File: src/design/pin_mux_pkg.sv
package pin_mux_pkg;

  // register offsets on the plain register port (byte addresses)
  localparam logic [7:0] SELECT_OFS  = 8'h00;
  localparam logic [7:0] MAP_OFS     = 8'h04;
  localparam logic [7:0] PROTECT_OFS = 8'h08;
  localparam logic [7:0] STATUS_OFS  = 8'h0c;

  // pins 4..8 are handled here; pin index 0 means pin 4
  localparam int NUM_PINS  = 5;
  localparam int FIRST_PIN = 4;
  localparam int FIELD_W   = 2;

  // field positions inside the select register
  localparam int PIN4_LSB = 8;
  localparam int PIN5_LSB = 10;
  localparam int PIN6_LSB = 12;
  localparam int PIN7_LSB = 14;
  localparam int PIN8_LSB = 16;

  // function codes
  localparam logic [1:0] CODE_GPIO = 2'h0;
  localparam logic [1:0] CODE_PWM  = 2'h1;
  localparam logic [1:0] CODE_FN2  = 2'h2;
  localparam logic [1:0] CODE_FN3  = 2'h3;

  // mapping select value that picks the alternate pwm assignment
  localparam logic [1:0] MAP_ALT = 2'h3;

  // reset values and implemented-bit masks
  localparam logic [31:0] SELECT_RESET = 32'h0000_0000;
  localparam logic [31:0] SELECT_MASK  = 32'h0003_ff00;
  localparam logic [1:0]  MAP_RESET    = 2'h0;
  localparam logic        PROT_RESET   = 1'b0;

  // status register layout
  localparam int STAT_RSVD_LSB = 0;
  localparam int STAT_BLOCKED  = 8;

  // one pin or peripheral drive: data and active-low output enable
  typedef struct packed {
    logic out;
    logic oe_n;
  } drive_t;

  // the register port as one carrier
  typedef struct packed {
    logic [7:0]  addr;
    logic [31:0] wdata;
    logic        wr;
    logic        rd;
  } reg_req_t;

endpackage

File: src/design/port_a_pin_function_mux.sv
// The address-and-strobe port and the register addresses were decided locally.
`timescale 1ns/10ps

// How it works
// RL1: pin 8 field selects gpio, can-b, adc start
// RL2: pin 8 code 01 pwm5a, alternate pwm9a
// RL3: pin 7 field selects gpio, spi-d enable, capture2
// RL4: pin 7 code 01 pwm4b, alternate pwm8a
// RL5: pin 6 field selects gpio, sync in, out
// RL6: pin 6 code 01 pwm4a, alternate pwm7a
// RL7: pin 5 field selects gpio, spi-d clock, capture1
// RL8: pin 5 code 01 pwm3b, alternate pwm6a
// RL9: pin 4 gpio or pwm; 10/11 reserved
// RL10: reserved codes undefined; software must avoid them
// RL11: absent peripheral code behaves as reserved code
// RL12: select writes need protected write enable set
// RL13: new routing next cycle, other pins untouched
module port_a_pin_function_mux #(
  parameter int HAS_ALT_MAP = 1,
  parameter int HAS_CAN_B   = 1,
  parameter int HAS_SPI_D   = 1,
  parameter int HAS_CAP1    = 1,
  parameter int HAS_CAP2    = 1,
  parameter int HAS_PWM3    = 1,
  parameter int HAS_PWM4    = 1,
  parameter int HAS_PWM5    = 1,
  parameter int HAS_PWM6    = 1,
  parameter int HAS_PWM7    = 1,
  parameter int HAS_PWM8    = 1,
  parameter int HAS_PWM9    = 1
) (
  input  wire logic                     clk,
  input  wire logic                     rst_n,
  input  wire pin_mux_pkg::reg_req_t    req,
  output logic [31:0]                   rd_data,
  input  wire logic [4:0]               pin_in,
  output logic [4:0]                    pin_out,
  output logic [4:0]                    pin_oe_n,
  input  wire pin_mux_pkg::drive_t [4:0] gpio_drive,
  output logic [4:0]                    gpio_in,
  input  wire logic                     pwm3_channel_a,
  input  wire logic                     pwm3_channel_b,
  input  wire logic                     pwm4_channel_a,
  input  wire logic                     pwm4_channel_b,
  input  wire logic                     pwm5_channel_a,
  input  wire logic                     pwm6_channel_a,
  input  wire logic                     pwm7_channel_a,
  input  wire logic                     pwm8_channel_a,
  input  wire logic                     pwm9_channel_a,
  input  wire logic                     can_b_transmit,
  input  wire logic                     adc_conversion_start_a_out,
  input  wire logic                     pwm_sync_output,
  input  wire pin_mux_pkg::drive_t      spi_d_transmit_enable,
  input  wire pin_mux_pkg::drive_t      spi_d_clock,
  input  wire pin_mux_pkg::drive_t      capture_unit_1_signal,
  input  wire pin_mux_pkg::drive_t      capture_unit_2_signal,
  output logic                          pwm_sync_input,
  output logic                          spi_d_transmit_enable_in,
  output logic                          spi_d_clock_in,
  output logic                          capture_unit_1_in,
  output logic                          capture_unit_2_in
);

  // variant flags must be plain booleans
  if (HAS_ALT_MAP > 1 || HAS_CAN_B > 1 || HAS_SPI_D > 1 || HAS_CAP1 > 1 ||
      HAS_CAP2 > 1 || HAS_PWM3 > 1 || HAS_PWM4 > 1 || HAS_PWM5 > 1 ||
      HAS_PWM6 > 1 || HAS_PWM7 > 1 || HAS_PWM8 > 1 || HAS_PWM9 > 1 ||
      HAS_ALT_MAP < 0 || HAS_CAN_B < 0 || HAS_SPI_D < 0 || HAS_CAP1 < 0 ||
      HAS_CAP2 < 0 || HAS_PWM3 < 0 || HAS_PWM4 < 0 || HAS_PWM5 < 0 ||
      HAS_PWM6 < 0 || HAS_PWM7 < 0 || HAS_PWM8 < 0 || HAS_PWM9 < 0) begin
    $error("variant flags must be 0 or 1");
  end

  localparam pin_mux_pkg::drive_t RELEASED = '{out: 1'b0, oe_n: 1'b1};

  logic [31:0]  sel_q;
  logic [1:0]   map_q;
  logic         prot_q;
  logic         blocked_q;
  logic [31:0]  rd_data_q;
  logic [4:0]   pin_out_q;
  logic [4:0]   pin_oe_n_q;
  logic [4:0]   gpio_in_q;
  logic [4:0]   rsvd;
  logic         alt;
  logic         sync_in_q;
  logic         spi_te_in_q;
  logic         spi_clk_in_q;
  logic         cap1_in_q;
  logic         cap2_in_q;
  logic         sel_wr;
  logic         sel_blocked;
  pin_mux_pkg::drive_t [4:0] drive_d;

  // two-bit field of one pin, index 0 is pin 4
  function automatic logic [1:0] field(input logic [31:0] sel,
                                       input int          idx);
    field = sel[pin_mux_pkg::PIN4_LSB + pin_mux_pkg::FIELD_W * idx +: 2];
  endfunction

  // a code is usable only if its peripheral exists on this variant
  function automatic logic code_ok(input int idx, input logic [1:0] code,
                                   input logic alt_map);
    logic ok;
    ok = 1'b0;
    case (code)
      pin_mux_pkg::CODE_GPIO: ok = 1'b1;
      pin_mux_pkg::CODE_PWM: begin
        case (idx)
          0: ok = alt_map ? HAS_PWM5 != 0 : HAS_PWM3 != 0;
          1: ok = alt_map ? HAS_PWM6 != 0 : HAS_PWM3 != 0;
          2: ok = alt_map ? HAS_PWM7 != 0 : HAS_PWM4 != 0;
          3: ok = alt_map ? HAS_PWM8 != 0 : HAS_PWM4 != 0;
          default: ok = alt_map ? HAS_PWM9 != 0 : HAS_PWM5 != 0;
        endcase
      end
      pin_mux_pkg::CODE_FN2: begin
        case (idx)
          0: ok = 1'b0;
          1: ok = HAS_SPI_D != 0;
          2: ok = 1'b1;
          3: ok = HAS_SPI_D != 0;
          default: ok = HAS_CAN_B != 0;
        endcase
      end
      default: begin
        case (idx)
          0: ok = 1'b0;
          1: ok = HAS_CAP1 != 0;
          2: ok = 1'b1;
          3: ok = HAS_CAP2 != 0;
          default: ok = 1'b1;
        endcase
      end
    endcase
    code_ok = ok;
  endfunction

  // alternate pwm mapping applies only where the variant has it
  assign alt = (HAS_ALT_MAP != 0) && (map_q == pin_mux_pkg::MAP_ALT);

  assign sel_wr = req.wr && req.addr == pin_mux_pkg::SELECT_OFS;
  assign sel_blocked = sel_wr && !prot_q;

  // pin function select; only fields for pins 8..4 are held
  always_ff @(posedge clk) begin
    if (!rst_n) begin
      sel_q <= pin_mux_pkg::SELECT_RESET; // [RL1] [RL3] [RL5] [RL7] [RL9]
    end else if (sel_wr && prot_q) begin // [RL12]
      sel_q <= req.wdata & pin_mux_pkg::SELECT_MASK; // [RL13]
    end
  end

  // pwm mapping select, guarded like the select register
  always_ff @(posedge clk) begin
    if (!rst_n) begin
      map_q <= pin_mux_pkg::MAP_RESET;
    end else if (req.wr && req.addr == pin_mux_pkg::MAP_OFS && prot_q) begin
      map_q <= req.wdata[1:0];
    end
  end

  // protected write enable, freely writable
  always_ff @(posedge clk) begin
    if (!rst_n) begin
      prot_q <= pin_mux_pkg::PROT_RESET;
    end else if (req.wr && req.addr == pin_mux_pkg::PROTECT_OFS) begin
      prot_q <= req.wdata[0];
    end
  end

  // sticky flag for a refused select write; a new refusal beats the clear
  always_ff @(posedge clk) begin
    if (!rst_n) begin
      blocked_q <= 1'b0;
    end else if (sel_blocked) begin
      blocked_q <= 1'b1; // [RL12]
    end else if (req.wr && req.addr == pin_mux_pkg::STATUS_OFS &&
                 req.wdata[pin_mux_pkg::STAT_BLOCKED]) begin
      blocked_q <= 1'b0;
    end
  end

  // per-pin reserved indication, shown in status
  always_comb begin
    for (int i = 0; i < pin_mux_pkg::NUM_PINS; i++) begin
      rsvd[i] = !code_ok(i, field(sel_q, i), alt); // [RL10] [RL11]
    end
  end

  // read data stands only in the cycle after the read strobe
  always_ff @(posedge clk) begin
    if (!rst_n) begin
      rd_data_q <= 32'h0000_0000;
    end else if (req.rd) begin
      case (req.addr)
        pin_mux_pkg::SELECT_OFS:  rd_data_q <= sel_q;
        pin_mux_pkg::MAP_OFS:     rd_data_q <= {30'h0000_0000, map_q};
        pin_mux_pkg::PROTECT_OFS: rd_data_q <= {31'h0000_0000, prot_q};
        pin_mux_pkg::STATUS_OFS:
          rd_data_q <= {23'h00_0000, blocked_q, 3'h0, rsvd};
        default:                  rd_data_q <= 32'h0000_0000;
      endcase
    end else begin
      rd_data_q <= 32'h0000_0000;
    end
  end

  // routing of each pin; reserved selections release the pin rather
  // than drive it, the safest of the undefined behaviours allowed
  always_comb begin
    for (int i = 0; i < pin_mux_pkg::NUM_PINS; i++) begin
      drive_d[i] = RELEASED;
      if (rsvd[i]) begin
        drive_d[i] = RELEASED; // [RL10] [RL11]
      end else begin
        case (field(sel_q, i))
          pin_mux_pkg::CODE_GPIO: drive_d[i] = gpio_drive[i];
          default: drive_d[i] = RELEASED;
        endcase
      end
    end
    // pin 4
    if (!rsvd[0] && field(sel_q, 0) == pin_mux_pkg::CODE_PWM) begin
      drive_d[0] = '{out: alt ? pwm5_channel_a : pwm3_channel_a,
                     oe_n: 1'b0}; // [RL9]
    end
    // pin 5
    if (!rsvd[1]) begin
      case (field(sel_q, 1))
        pin_mux_pkg::CODE_PWM:
          drive_d[1] = '{out: alt ? pwm6_channel_a : pwm3_channel_b,
                         oe_n: 1'b0}; // [RL8]
        pin_mux_pkg::CODE_FN2: drive_d[1] = spi_d_clock; // [RL7]
        pin_mux_pkg::CODE_FN3: drive_d[1] = capture_unit_1_signal; // [RL7]
        default: ;
      endcase
    end
    // pin 6; sync input leaves the pin released
    if (!rsvd[2]) begin
      case (field(sel_q, 2))
        pin_mux_pkg::CODE_PWM:
          drive_d[2] = '{out: alt ? pwm7_channel_a : pwm4_channel_a,
                         oe_n: 1'b0}; // [RL6]
        pin_mux_pkg::CODE_FN2: drive_d[2] = RELEASED; // [RL5]
        pin_mux_pkg::CODE_FN3:
          drive_d[2] = '{out: pwm_sync_output, oe_n: 1'b0}; // [RL5]
        default: ;
      endcase
    end
    // pin 7
    if (!rsvd[3]) begin
      case (field(sel_q, 3))
        pin_mux_pkg::CODE_PWM:
          drive_d[3] = '{out: alt ? pwm8_channel_a : pwm4_channel_b,
                         oe_n: 1'b0}; // [RL4]
        pin_mux_pkg::CODE_FN2: drive_d[3] = spi_d_transmit_enable; // [RL3]
        pin_mux_pkg::CODE_FN3: drive_d[3] = capture_unit_2_signal; // [RL3]
        default: ;
      endcase
    end
    // pin 8
    if (!rsvd[4]) begin
      case (field(sel_q, 4))
        pin_mux_pkg::CODE_PWM:
          drive_d[4] = '{out: alt ? pwm9_channel_a : pwm5_channel_a,
                         oe_n: 1'b0}; // [RL2]
        pin_mux_pkg::CODE_FN2:
          drive_d[4] = '{out: can_b_transmit, oe_n: 1'b0}; // [RL1]
        pin_mux_pkg::CODE_FN3:
          drive_d[4] = '{out: adc_conversion_start_a_out,
                         oe_n: 1'b0}; // [RL1]
        default: ;
      endcase
    end
  end

  // pin drivers registered so every output leaves a flip-flop; each pin
  // only looks at its own field, so one write never disturbs another
  always_ff @(posedge clk) begin
    if (!rst_n) begin
      pin_out_q  <= 5'h00;
      pin_oe_n_q <= 5'h1f;
    end else begin
      for (int i = 0; i < pin_mux_pkg::NUM_PINS; i++) begin
        pin_out_q[i]  <= drive_d[i].out; // [RL13]
        pin_oe_n_q[i] <= drive_d[i].oe_n;
      end
    end
  end

  // inputs returned to peripherals; idle low when not selected, except gpio_in, which always follows the pins
  always_ff @(posedge clk) begin
    if (!rst_n) begin
      gpio_in_q    <= 5'h00;
      sync_in_q    <= 1'b0;
      spi_te_in_q  <= 1'b0;
      spi_clk_in_q <= 1'b0;
      cap1_in_q    <= 1'b0;
      cap2_in_q    <= 1'b0;
    end else begin
      gpio_in_q    <= pin_in;
      sync_in_q    <= !rsvd[2] && field(sel_q, 2) == pin_mux_pkg::CODE_FN2
                      && pin_in[2]; // [RL5]
      spi_clk_in_q <= !rsvd[1] && field(sel_q, 1) == pin_mux_pkg::CODE_FN2
                      && pin_in[1]; // [RL7]
      cap1_in_q    <= !rsvd[1] && field(sel_q, 1) == pin_mux_pkg::CODE_FN3
                      && pin_in[1];
      spi_te_in_q  <= !rsvd[3] && field(sel_q, 3) == pin_mux_pkg::CODE_FN2
                      && pin_in[3]; // [RL3]
      cap2_in_q    <= !rsvd[3] && field(sel_q, 3) == pin_mux_pkg::CODE_FN3
                      && pin_in[3];
    end
  end

  assign rd_data                  = rd_data_q;
  assign pin_out                  = pin_out_q;
  assign pin_oe_n                 = pin_oe_n_q;
  assign gpio_in                  = gpio_in_q;
  assign pwm_sync_input           = sync_in_q;
  assign spi_d_transmit_enable_in = spi_te_in_q;
  assign spi_d_clock_in           = spi_clk_in_q;
  assign capture_unit_1_in        = cap1_in_q;
  assign capture_unit_2_in        = cap2_in_q;

  // fields come out of reset at the gpio code
  a_reset_gpio: assert property (@(posedge clk) disable iff (!rst_n)
    !$past(rst_n) |-> sel_q[17:8] == 10'h000 && pin_oe_n == 5'h1f) // [RL1]
    else $error("select fields not gpio after reset");

  a_pin8_can: assert property (@(posedge clk) disable iff (!rst_n)
    (sel_q[17:16] == 2'h2 && HAS_CAN_B != 0)
      |=> pin_out[4] == $past(can_b_transmit) && !pin_oe_n[4]) // [RL1]
    else $error("pin 8 not driven by can-b transmit");

  a_pin8_adc: assert property (@(posedge clk) disable iff (!rst_n)
    sel_q[17:16] == 2'h3
      |=> pin_out[4] == $past(adc_conversion_start_a_out)) // [RL1]
    else $error("pin 8 not driven by adc start");

  a_pin8_pwm_map: assert property (@(posedge clk) disable iff (!rst_n)
    (sel_q[17:16] == 2'h1 && !rsvd[4])
      |=> pin_out[4] == ($past(alt) ? $past(pwm9_channel_a)
                                    : $past(pwm5_channel_a))) // [RL2]
    else $error("pin 8 pwm mapping wrong");

  a_pin7_spi_te: assert property (@(posedge clk) disable iff (!rst_n)
    (sel_q[15:14] == 2'h2 && HAS_SPI_D != 0)
      |=> pin_oe_n[3] == $past(spi_d_transmit_enable.oe_n)) // [RL3]
    else $error("pin 7 enable not from spi-d");

  a_pin7_pwm_map: assert property (@(posedge clk) disable iff (!rst_n)
    (sel_q[15:14] == 2'h1 && !rsvd[3])
      |=> pin_out[3] == ($past(alt) ? $past(pwm8_channel_a)
                                    : $past(pwm4_channel_b))) // [RL4]
    else $error("pin 7 pwm mapping wrong");

  a_pin6_sync: assert property (@(posedge clk) disable iff (!rst_n)
    sel_q[13:12] == 2'h2 ##1 sel_q[13:12] == 2'h2
      |-> pin_oe_n[2] && pwm_sync_input == $past(pin_in[2])) // [RL5]
    else $error("pin 6 sync input path wrong");

  a_pin6_pwm_map: assert property (@(posedge clk) disable iff (!rst_n)
    (sel_q[13:12] == 2'h1 && !rsvd[2])
      |=> pin_out[2] == ($past(alt) ? $past(pwm7_channel_a)
                                    : $past(pwm4_channel_a))) // [RL6]
    else $error("pin 6 pwm mapping wrong");

  a_pin5_capture: assert property (@(posedge clk) disable iff (!rst_n)
    (sel_q[11:10] == 2'h3 && HAS_CAP1 != 0)
      |=> pin_out[1] == $past(capture_unit_1_signal.out)) // [RL7]
    else $error("pin 5 not driven by capture unit 1");

  a_pin5_pwm_map: assert property (@(posedge clk) disable iff (!rst_n)
    (sel_q[11:10] == 2'h1 && !rsvd[1])
      |=> pin_out[1] == ($past(alt) ? $past(pwm6_channel_a)
                                    : $past(pwm3_channel_b))) // [RL8]
    else $error("pin 5 pwm mapping wrong");

  a_pin4_reserved: assert property (@(posedge clk) disable iff (!rst_n)
    sel_q[9] |-> rsvd[0] ##1 pin_oe_n[0]) // [RL9]
    else $error("pin 4 reserved code drives pin");

  a_absent_reserved: assert property (@(posedge clk) disable iff (!rst_n)
    sel_q[17:16] == 2'h2 |-> rsvd[4] == (HAS_CAN_B == 0)) // [RL11]
    else $error("can-b code reservation wrong for variant");

  a_reserved_release: assert property (@(posedge clk) disable iff (!rst_n)
    rsvd[0] |=> pin_oe_n[0] && !pin_out[0]) // [RL10]
    else $error("reserved pin 4 code not released");

  a_protect_block: assert property (@(posedge clk) disable iff (!rst_n)
    sel_wr && !prot_q |=> $stable(sel_q) && blocked_q) // [RL12]
    else $error("select changed without protected write enable");

  a_route_next: assert property (@(posedge clk) disable iff (!rst_n)
    sel_wr && prot_q && req.wdata[17:16] == 2'h3
      |=> sel_q[17:16] == 2'h3 ##1
          pin_out[4] == $past(adc_conversion_start_a_out)) // [RL13]
    else $error("new selection not routed in time");

endmodule

File: config.mk
export PLATFORM = sky130hd
export DESIGN_NAME = port_a_pin_function_mux
export DESIGN_NICKNAME = d
export VERILOG_FILES = /design/src/design/pin_mux_pkg.sv /design/src/design/port_a_pin_function_mux.sv
export SDC_FILE = /design/constraint.sdc
export NUM_CORES = 1
export LEC_CHECK = 0
export ABC_AREA = 0
export BUFFER_PORTS_ARGS = -buffer_cell sky130_fd_sc_hd__buf_4
export CAP_MARGIN = 0
export CELL_PAD_IN_SITES_DETAIL_PLACEMENT = 1
export CELL_PAD_IN_SITES_GLOBAL_PLACEMENT = 1
export CORE_ASPECT_RATIO = 0.8
export CORE_MARGIN = 4
export CORE_UTILIZATION = 32
export CTS_BUF_LIST = sky130_fd_sc_hd__clkbuf_4
export DETAILED_ROUTE_END_ITERATION = 10
export PLACE_DENSITY = 0.86
export SLEW_MARGIN = 10
export SYNTH_ARGS = -nofsm -noshare
export SYNTH_HDL_FRONTEND = slang
export SYNTH_SLANG_ARGS = --single-unit
File: constraint.sdc
create_clock -name clk -period 4.2 [get_ports clk]
set_input_delay 0.84 -clock clk [delete_from_list [all_inputs] [get_ports clk]]
set_output_delay 0.84 -clock clk [all_outputs]
set_load 0.02 [all_outputs]
==> results of run 1 <==
==> cell type report <==
class / count / area share [%]
Multi-Input combinational cell: 144 / 33.02
Timing Repair Buffer: 91 / 25.83
Sequential cell: 46 / 34.82
Tap cell: 78 / 3.690
Clock buffer: 5 / 1.419
Inverter: 3 / 0.4257
Clock inverter: 3 / 0.8042
==> flip-flops by register name, indices dropped and copies added, names as in the netlist <==
register and cells:
blocked_q 1, map_q 2, sel_q 10, pin_out 5
spi_d_clock_in 1, gpio_in 5, rd_data 12, pwm_sync_input 1
capture_unit_1_in 1, spi_d_transmit_enable_in 1, capture_unit_2_in 1, pin_oe_n 5
prot_q 1
==> critical path: cells and delay by family <==
kind	cells	cell delay [ns]
AND/OR/NAND/NOR	2	1.08
multiplexers	1	0.19
buffers and inverters	2	0.40
==> layout by cell type, fill, tap and decap left out, types with 2 or more instances in the layout <==
cell type	instances
a211oi_1	4
a31oi_1	2
and2_1	14
and3_1	7
buf_4	91
clkbuf_4	5
conb_1	20
dfxtp_1	46
inv_1	3
mux2i_1	19
nand2_1	33
nand2b_1	3
nand3_1	5
nand4_1	2
nor2_1	8
nor2b_1	2
nor3_2	2
nor4_1	2
o21ai_0	3
o32ai_1	3
or4_4	2
==> layer usage <==
layer  vias to the layer above  track usage [%]  wire, um
met2                        72            25.85      2660
met3                         2            5.382       541
met5                         -                0         0
met1                       794            18.47      2373
met4                         0            3.026        19
li1                        826                -         -
==> kinds of logic (layout without fill, tap and decap cells) <==
family,count (synthesis),after routing
and+or+nand+nor,85,85
DFF,46,46
buffers and inverters,30,102
other,1,20
muxes,20,20
AOI/OAI and AO/OA,19,19
==> worst max path at each step <==
stage,cells past startpoint,to,start,slack [ns]
CTS,5,sel_q[10],req[35],1.96
detailed placement,5,sel_q[10],req[35],1.56
global route,5,sel_q[11],req[35],1.87
global placement,5,sel_q[12],req[35],1.58
finish,5,sel_q[10],req[35],1.99
floorplan,4,sel_q[10],req[35],2.19
==> power groups by stage <==
stage	sequential, mW	combinational [mW]	clock, mW
after CTS	0.446	0.109	0.223
after global routing	0.447	0.117	0.240
after global placement	0.456	0.106	0
after floorplan	0.466	0.0509	0
after detailed placement	0.456	0.108	0
final	0.446	0.108	0.213
==> reports/metrics.cfg, run 1 <==
[floorplan]
rows=24
num_io_pins=131
fp.coreArea_sq_um=5615
die_w_um=94.56
die_area_sq_um=7304
start_util_pct=34.16
die_y_um=77.25

[logic_synthesis]
synthAdderAreaFrac_pct=0
synth_edf_count=0
synthArstFlopShare_pct=0
synth.distinct_cells=35
synth_area_leaders=dfxtp_1 (48%), mux2i_1 (9.9%), buf_4 (7.8%), nand2_1 (6.5%), and2_1 (4.6%)
synth_common_cells=dfxtp_1 (46), nand2_1 (33), buf_4 (20)
synth-simple-area-share_pct=23.87
syn_inst=201
yosysWarnings=0
post-synth-top-count-cell=dfxtp_1
synth.area.mux_share_pct=10.50
yosysTopAreaCell=dfxtp_1
synthFlopType=dfxtp_1
synth-compound-area-share_pct=7.241
synthXorXnorAreaFrac_pct=0
synth_top_family_by_area=simple AND/OR/NAND/NOR gates
synth_seq_area_share_pct=48.01
netlist_area_sq_um=1918
yosys_register_bits=46
synth_top_area_share_pct=48.01
syn_avg_cell_area_sq_um=9.543

[clock_tree]
cts.htree.levels=2
clock-sinks=46
cts_buffer_depth=2
insertion_delay_ns=0.35
post_cts_buffers=0
cts.clk_slew.worst_paths_ns=0.14
cts_root_buf=clkbuf_4
cts_tree=done
cts_hold_buf=0
cts_buffers=5
ctsResizeCount=0

[cells_and_area]
layoutNonFillerInstCount=370
final_net_count=370
multiInputGateArea_sq_um=873.3
fillers=698
synthToLayoutAreaGrowth_pct=37.90
drive_gt1_share_pct=36.30
area.sequential_sq_um=920.9
antenna_cells=0
design_area_sq_um=2645
final_util_pct=47.10

[run]
cap_violations=0

[worst_setup_path]
cp-start-kind=input port
critPathKind=in2reg
crit_top_cell=buf_4
rr_endpoint=sel_q[10]
rr_worst_depth=4
arrival_ns=2.51
critPathSlowestCell=or4_4
end_kind=flip-flop
r2r-start=prot_q
reg2reg_slack_ns=2.68
path_cells=buf_4 -> or4_4 -> nor3_2 -> buf_4 -> mux2i_1
critPathMaxStageDelay_ns=0.57
crit_fanout=6
cp.required_ns=4.50

[routing]
drtIter0Drc=21
wl_per_cell_um=15.12
first_pass_iters=4
vias=1694
drt_wl_total_um=5594
routed_via_density=4.578
post-route-drc-count=0
antenna_left=0

[hold_path]
min_from=blocked_q
min_path_cells=2
min_path_type=reg2reg
worstHoldEndpoint=rd_data[8]

[sta]
hold_viol_final=0
slew_headroom_pct=56.68
hold_slack_ns=0.4839
worst_slew_pin_slew_ns=0.6439
fin_setup_tns_ns=0
period_minus_slack_ns=2.210
setup_violations=0
clock.fmax_ghz=0.4525
min_period_over_period_pct=52.61
fin_ws_ns=1.990
rsz0062_at_grt=no
clock_skew_ns=0.01164
maxSlewViolCount=0

[place]
dp_cells=362
dpl.hpwl_um=4443
gp_congestion=0.7470
post_dp_cell_area_sq_um=2586
pre_cts_slack_ns=1.562
io_buffers=90

[grt]
grt_usage_pct=15.21
grt_max_degree=42
grt_pass1_wl_um=8659
grt-ovfl-total=0
grt_pass1_vias=1772
antenna_found_initial=0

[pwr]
netSwitchingFraction_pct=26.70
ir_drop_uv=111.6
switchingPower_mw=0.2048
intPower_mw=0.5621
combPwrFrac_pct=14.1
power.density_nw_per_um2=289.9
seq_power_share_pct=58.2
p_leak_nw=1.190
clkPwrFrac_pct=27.8
totalPowerFinal_mw=0.7669

[run_status]
status=finished, final reports clean

(Power assumes the default switching activity.)
==> inputs of run 2 (changes only) <==
--- a/config.mk
+++ b/config.mk
@@ -5,17 +5,17 @@
 export SDC_FILE = /design/constraint.sdc
 export NUM_CORES = 1
 export LEC_CHECK = 0
-export ABC_AREA = 0
+export ABC_AREA = 1
 export BUFFER_PORTS_ARGS = -buffer_cell sky130_fd_sc_hd__buf_4
 export CAP_MARGIN = 0
 export CELL_PAD_IN_SITES_DETAIL_PLACEMENT = 1
 export CELL_PAD_IN_SITES_GLOBAL_PLACEMENT = 1
 export CORE_ASPECT_RATIO = 0.8
 export CORE_MARGIN = 4
-export CORE_UTILIZATION = 32
+export CORE_UTILIZATION = 26
 export CTS_BUF_LIST = sky130_fd_sc_hd__clkbuf_4
 export DETAILED_ROUTE_END_ITERATION = 10
-export PLACE_DENSITY = 0.86
+export PLACE_DENSITY = 0.77
 export SLEW_MARGIN = 10
 export SYNTH_ARGS = -nofsm -noshare
 export SYNTH_HDL_FRONTEND = slang
==> constraint.sdc (replaced) <==
create_clock -name clk -period 1.9 [get_ports clk]
set_input_delay 0.38 -clock clk [delete_from_list [all_inputs] [get_ports clk]]
set_output_delay 0.38 -clock clk [all_outputs]
set_load 0.02 [all_outputs]
==> run 2 against run 1 <==
  * Sequential power up 120%
  * Clock skew grew 0.0023 ns
  * Utilization shrank 9.9 points
  * Highest routed layer unchanged
  * Via count rose by 18%
  * Clock power grew 120%
  * Combinational power is 140% higher
==> reports/metrics.cfg, run 2 <==
[run_status]
status=finished, final reports clean  ; unchanged

[clock_tree]
cts_tree=done  ; unchanged
cts.clk_slew.worst_paths_ns=0.14  ; about the same
cts_buffers=5  ; unchanged
cts_hold_buf=0  ; unchanged
cts.htree.levels=2  ; unchanged
cts_root_buf=clkbuf_4  ; unchanged
clock-sinks=46  ; unchanged
cts_buffer_depth=2  ; unchanged
insertion_delay_ns=0.35  ; about the same
ctsResizeCount=0  ; unchanged
post_cts_buffers=0  ; unchanged

[cells_and_area]
design_area_sq_um=2805  ; was 2645 sq um
final_net_count=451  ; was 370
fillers=967  ; was 698
final_util_pct=37.24  ; was 47.10%
final_cell_mix=buf_4 (93), nand2_1 (47), dfxtp_1 (46)  ; was buf_4 (91), dfxtp_1 (46), nand2_1 (33)
synthToLayoutAreaGrowth_pct=37.38  ; was 37.90%
antenna_cells=0  ; unchanged
largest_reg_flops=12  ; unchanged
drive_gt1_share_pct=29.22  ; was 36.30%
layout_commonest_cell=buf_4  ; unchanged
layoutNonFillerInstCount=478  ; was 370

[worst_setup_path]
path_cells=buf_4  ; was buf_4 -> or4_4 -> nor3_2 -> buf_4 -> mux2i_1
arrival_ns=0.85  ; was 2.51 ns
cp.required_ns=1.52  ; was 4.50 ns
crit_fanout=1  ; was 6
cp_num_buf_inv=1  ; was 2
cp-start-kind=flip-flop  ; was input port
critPathKind=reg2out  ; was in2reg
end_kind=output port  ; was flip-flop
cp_top_family=flip-flops  ; was simple AND/OR/NAND/NOR gates
critPathSlowestCell=dfxtp_1  ; was or4_4
critPathMaxStageDelay_ns=0.36  ; was 0.57 ns

[logic_synthesis]
synth_edf_count=0  ; unchanged
synthArstFlopShare_pct=0  ; unchanged
synth_top_area_share_pct=45.10  ; was 48.01%
synth_area_leaders=dfxtp_1 (45%), nand2_1 (8.6%), inv_1 (8.1%), nand3_1 (7.8%), buf_4 (7.4%)  ; was dfxtp_1 (48%), mux2i_1 (9.9%), buf_4 (7.8%), nand2_1 (6.5%), and2_1 (4.6%)
yosysWarnings=0  ; unchanged
netlist_area_sq_um=2042  ; was 1918 sq um
synth_seq_area_share_pct=45.10  ; was 48.01%
synth.distinct_cells=22  ; was 35
synthFlopType=dfxtp_1  ; unchanged
syn_inst=280  ; was 201
post-synth-top-count-cell=nand2_1  ; was dfxtp_1
synth_common_cells=nand2_1 (47), dfxtp_1 (46), inv_1 (44)  ; was dfxtp_1 (46), nand2_1 (33), buf_4 (20)
yosysTopAreaCell=dfxtp_1  ; unchanged
yosys_register_bits=46  ; unchanged
syn_avg_cell_area_sq_um=7.293  ; was 9.543 sq um

[sta]
clock.fmax_ghz=0.8103
fin_setup_tns_ns=0  ; unchanged
clock_skew_ns=0.01397  ; was 0.01164 ns
rsz0062_at_grt=no  ; unchanged
setup_violations=0  ; unchanged
min_period_over_period_pct=64.95
period_minus_slack_ns=1.234
hold_viol_final=0  ; unchanged
maxSlewViolCount=0  ; unchanged

[grt]
grt_pass1_wl_um=9556  ; was 8659 um
grt_usage_pct=12.81  ; was 15.21%
grt-ovfl-total=0  ; unchanged
antenna_found_initial=0  ; unchanged
grt_max_degree=25  ; was 42
grt_pass1_vias=1986  ; was 1772

[routing]
drtIter0Drc=53  ; was 21
post-route-drc-count=0  ; unchanged
routed_via_density=4.182  ; was 4.578
antenna_left=0  ; unchanged
drt_wl_total_um=6035  ; was 5594 um
vias=1999  ; was 1694
wl_per_cell_um=12.63  ; was 15.12 um
first_pass_iters=4  ; unchanged

[place]
gp_congestion=0.8110  ; was 0.7470
dp_cells=470  ; was 362
dpl.hpwl_um=4867  ; was 4443 um
post_dp_cell_area_sq_um=2746  ; was 2586 sq um
io_buffers=90  ; unchanged

[pwr]
p_leak_nw=1.406  ; was 1.190 nW
totalPowerFinal_mw=1.714  ; was 0.7669 mW
power.density_nw_per_um2=611.1  ; was 289.9 nW/um^2
ir_drop_uv=235.3  ; was 111.6 uV

[floorplan]
rows=28  ; was 24
fp.coreArea_sq_um=7532  ; was 5615 sq um
die_y_um=87.27  ; was 77.25 um
die_w_um=107.1  ; was 94.56 um
start_util_pct=27.11  ; was 34.16%
num_io_pins=131  ; unchanged
die_area_sq_um=9344  ; was 7304 sq um

[hold_path]
min_path_type=in2reg  ; was reg2reg

[run]
cap_violations=0  ; unchanged

## run 2: kinds of logic after synthesis
logic type | count (synthesis) | share of synthesized area, %
compound gates | 28 | 7.904
buf+inv | 71 | 17.71
flops | 46 | 45.10
other cells | 1 | 0.1836
simple gates | 134 | 29.11
## run 2: final timing paths
check | endpoint | slack, ns | startpoint | depth (start not counted)
setup / recovery | rd_data[13] | 0.67 | rd_data[13] | 1
hold / removal | gpio_in[4] | 0.20 | pin_in[4] | 3
setup reg to reg | pin_out[3] | 0.67 | map_q[0] | 6
hold reg to reg | rd_data[1] | 0.49 | map_q[1] | 2
## run 2: routing by layer
layer  GRT usage (%)  part of all wire (%)  vias to the layer above
met3           3.262                   7.2                        4
li1                -                     -                     1023
met4           4.065                   1.0                        0
met5               0                     0                        -
met2           21.58                    49                       64
met1           16.11                    43                      908
## run 2: power by group
part / internal (mW) / switching, mW
Sequential: 0.981 / 0.00423
Combinational: 0.119 / 0.136
Clock: 0.160 / 0.313
## run 2: cell type report
type / instances / area, sq um / share of cell area, %
Clock inverter: 2 / 13.76 / 0.4906
Multi-Input combinational cell: 182 / 830.8 / 29.62
Inverter: 44 / 165.2 / 5.888
Tap cell: 105 / 131.4 / 4.683
Sequential cell: 46 / 920.9 / 32.83
Timing Repair Buffer: 93 / 698.2 / 24.89
Clock buffer: 6 / 45.04 / 1.606
## run 2: metrics by stage
step / hold slack (ns) / setup slack, ns
floorplan: 0.4351 / 0.7605
global placement: 0.4618 / 0.3701
detailed placement: 0.4647 / 0.3138
CTS: 0.1962 / 0.6328
global route: 0.1832 / 0.4785
finish: 0.2025 / 0.6659
==> inputs of run 3 (changes only) <==
--- a/config.mk
+++ b/config.mk
@@ -12,10 +12,10 @@
 export CELL_PAD_IN_SITES_GLOBAL_PLACEMENT = 1
 export CORE_ASPECT_RATIO = 0.8
 export CORE_MARGIN = 4
-export CORE_UTILIZATION = 26
+export CORE_UTILIZATION = 29
 export CTS_BUF_LIST = sky130_fd_sc_hd__clkbuf_4
 export DETAILED_ROUTE_END_ITERATION = 10
-export PLACE_DENSITY = 0.77
+export PLACE_DENSITY = 0.81
 export SLEW_MARGIN = 10
 export SYNTH_ARGS = -nofsm -noshare
 export SYNTH_HDL_FRONTEND = slang
==> constraint.sdc (replaced) <==
create_clock -name clk -period 1.3 [get_ports clk]
set_input_delay 0.26 -clock clk [delete_from_list [all_inputs] [get_ports clk]]
set_output_delay 0.26 -clock clk [all_outputs]
set_load 0.02 [all_outputs]
==> run 3 against run 2 <==
  * Clock-buffer cell count shrank 1
  * Worst setup slack worse by 0.48 ns
  * Critical path type unchanged
  * Highest routed layer unchanged
  * Clock skew fell by 0.0077 ns
==> reports/metrics.cfg, run 3 (synthesized netlist as in run 2, its figures left out) <==
[routing]
drtIter0Drc=34  ; was 53
routed_via_density=4.371  ; was 4.182
vias=2037  ; was 1999
first_pass_iters=4  ; unchanged
wl_per_cell_um=13.00  ; was 12.63 um
post-route-drc-count=0  ; unchanged
drt_wl_total_um=6059  ; was 6035 um
antenna_left=0  ; unchanged

[grt]
grt-ovfl-total=0  ; unchanged
met2_usage_pct=25.18  ; was 21.58%
grt_max_degree=25  ; unchanged
top_usage_layer=met2  ; unchanged
grt_pass1_vias=2145  ; was 1986
grt_use_met3_pct=3.778  ; was 3.262%
antenna_found_initial=0  ; unchanged
grt_use_met1_pct=17.11  ; was 16.11%
grt_usage_pct=14.31  ; was 12.81%
grt_pass1_wl_um=9846  ; was 9556 um

[worst_setup_path]
cp_top_family=flip-flops  ; unchanged
cp-start-kind=flip-flop  ; unchanged
critPathSlowestCell=dfxtp_1  ; unchanged
r2r-start=sel_q[15]  ; was map_q[0]
arrival_ns=0.85  ; about the same
cp_num_buf_inv=1  ; unchanged
rr_endpoint=pin_out[3]  ; unchanged
path_cells=buf_4  ; unchanged
crit_fanout=1  ; unchanged
critPathKind=reg2out  ; unchanged
end_kind=output port  ; unchanged
critPathMaxStageDelay_ns=0.36  ; about the same
reg2reg_slack_ns=0.25  ; was 0.67 ns
cp.required_ns=1.04  ; was 1.52 ns
rr_worst_depth=5  ; was 6

[clock_tree]
ctsResizeCount=0  ; unchanged
cts_buffers=5  ; unchanged
post_cts_buffers=0  ; unchanged
cts.htree.levels=2  ; unchanged
clock-sinks=46  ; unchanged
cts.clk_slew.worst_paths_ns=0.14  ; about the same
cts_tree=done  ; unchanged
cts_root_buf=clkbuf_4  ; unchanged
cts_buffer_depth=2  ; unchanged
insertion_delay_ns=0.35  ; about the same
cts_hold_buf=0  ; unchanged

[place]
dpl.hpwl_um=4989  ; was 4867 um
gp_congestion=0.8145  ; was 0.8110
io_buffers=90  ; unchanged

[sta]
setup_violations=0  ; unchanged
fin_setup_tns_ns=0  ; unchanged
hold_viol_final=0  ; unchanged
clock.fmax_ghz=0.8980
maxSlewViolCount=0  ; unchanged
period_minus_slack_ns=1.114
hold_slack_ns=0.07923  ; was 0.2025 ns
rsz0062_at_grt=no  ; unchanged
min_period_over_period_pct=85.66
clock_skew_ns=0.006250  ; was 0.01397 ns

[cells_and_area]
antenna_cells=0  ; unchanged
synthToLayoutAreaGrowth_pct=40.81  ; was 37.38%
drive_gt1_share_pct=30.34  ; was 29.22%
layout_commonest_cell=buf_4  ; unchanged
largest_reg_flops=12  ; unchanged
fillers=900  ; was 967
final_net_count=457  ; was 451
final_cell_mix=buf_4 (97), nand2_1 (47), dfxtp_1 (46)  ; was buf_4 (93), nand2_1 (47), dfxtp_1 (46)

[run]
cap_violations=0  ; unchanged

[run_status]
status=finished, final reports clean  ; unchanged

[floorplan]
rows=27  ; was 28
num_io_pins=131  ; unchanged
die_area_sq_um=8456  ; was 9344 sq um
die_y_um=83.06  ; was 87.27 um
fp.coreArea_sq_um=6858  ; was 7532 sq um
die_w_um=101.8  ; was 107.1 um
start_util_pct=29.78  ; was 27.11%

[hold_path]
min_path_type=in2reg  ; unchanged
min_from=pin_in[4]  ; unchanged
worstHoldEndpoint=gpio_in[4]  ; unchanged
min_path_cells=3  ; unchanged

[pwr]
ir_drop_uv=445.4  ; was 235.3 uV
p_leak_nw=1.452  ; was 1.406 nW
power.density_nw_per_um2=944.2  ; was 611.1 nW/um^2

run 3: where the power goes:
part           switching (mW)  internal (mW)  total, mW
logic                   0.202          0.177      0.379
registers             0.00672           1.43       1.44
clock network           0.485          0.409      0.895
total                   0.694           2.02       2.71
run 3: final cells by class:
cell class | count | area (sq um) | area share, %
Sequential cell | 46 | 920.9 | 32.03
Multi-Input combinational cell | 182 | 830.8 | 28.89
Timing Repair Buffer | 99 | 768.2 | 26.72
Inverter | 44 | 165.2 | 5.744
Tap cell | 87 | 108.9 | 3.786
Clock inverter | 3 | 43.79 | 1.523
Clock buffer | 5 | 37.54 | 1.305
run 3: how the worst max path moves through the flow:
stage	from	end	slack (ns)	depth (start not counted)
after floorplan	req[41]	sel_q[11]	0.28	7
after global placement	req[39]	rd_data[14]	0.02	6
after detailed placement	req[39]	rd_data[14]	-0.04	6
after CTS	spi_d_transmit_enable_in	spi_d_transmit_enable_in	0.17	1
after global routing	map_q[0]	pin_out[0]	0.09	6
final	rd_data[16]	rd_data[16]	0.19	1
run 3: routing by layer:
metal | vias to the layer above | wire length, um
met4 | 0 | 53
met1 | 940 | 2571
met5 | - | 0
li1 | 1034 | -
met2 | 58 | 2977
met3 | 5 | 456
run 3: metrics by stage:
step | power (mW) | instance area, sq um | worst slack, ns | util, % | instances
floorplan | 1.689 | 2113 | 0.2805 | - | 299
CTS | 2.744 | 2875 | 0.1743 | 41.93 | 466
global placement | 1.845 | 2794 | 0.01574 | 40.74 | 458
detailed placement | 1.854 | 2794 | -0.03882 | 40.74 | 458
global route | 2.842 | 2875 | 0.09075 | 41.93 | 466
finish | 2.715 | 2875 | 0.1864 | 41.93 | 466
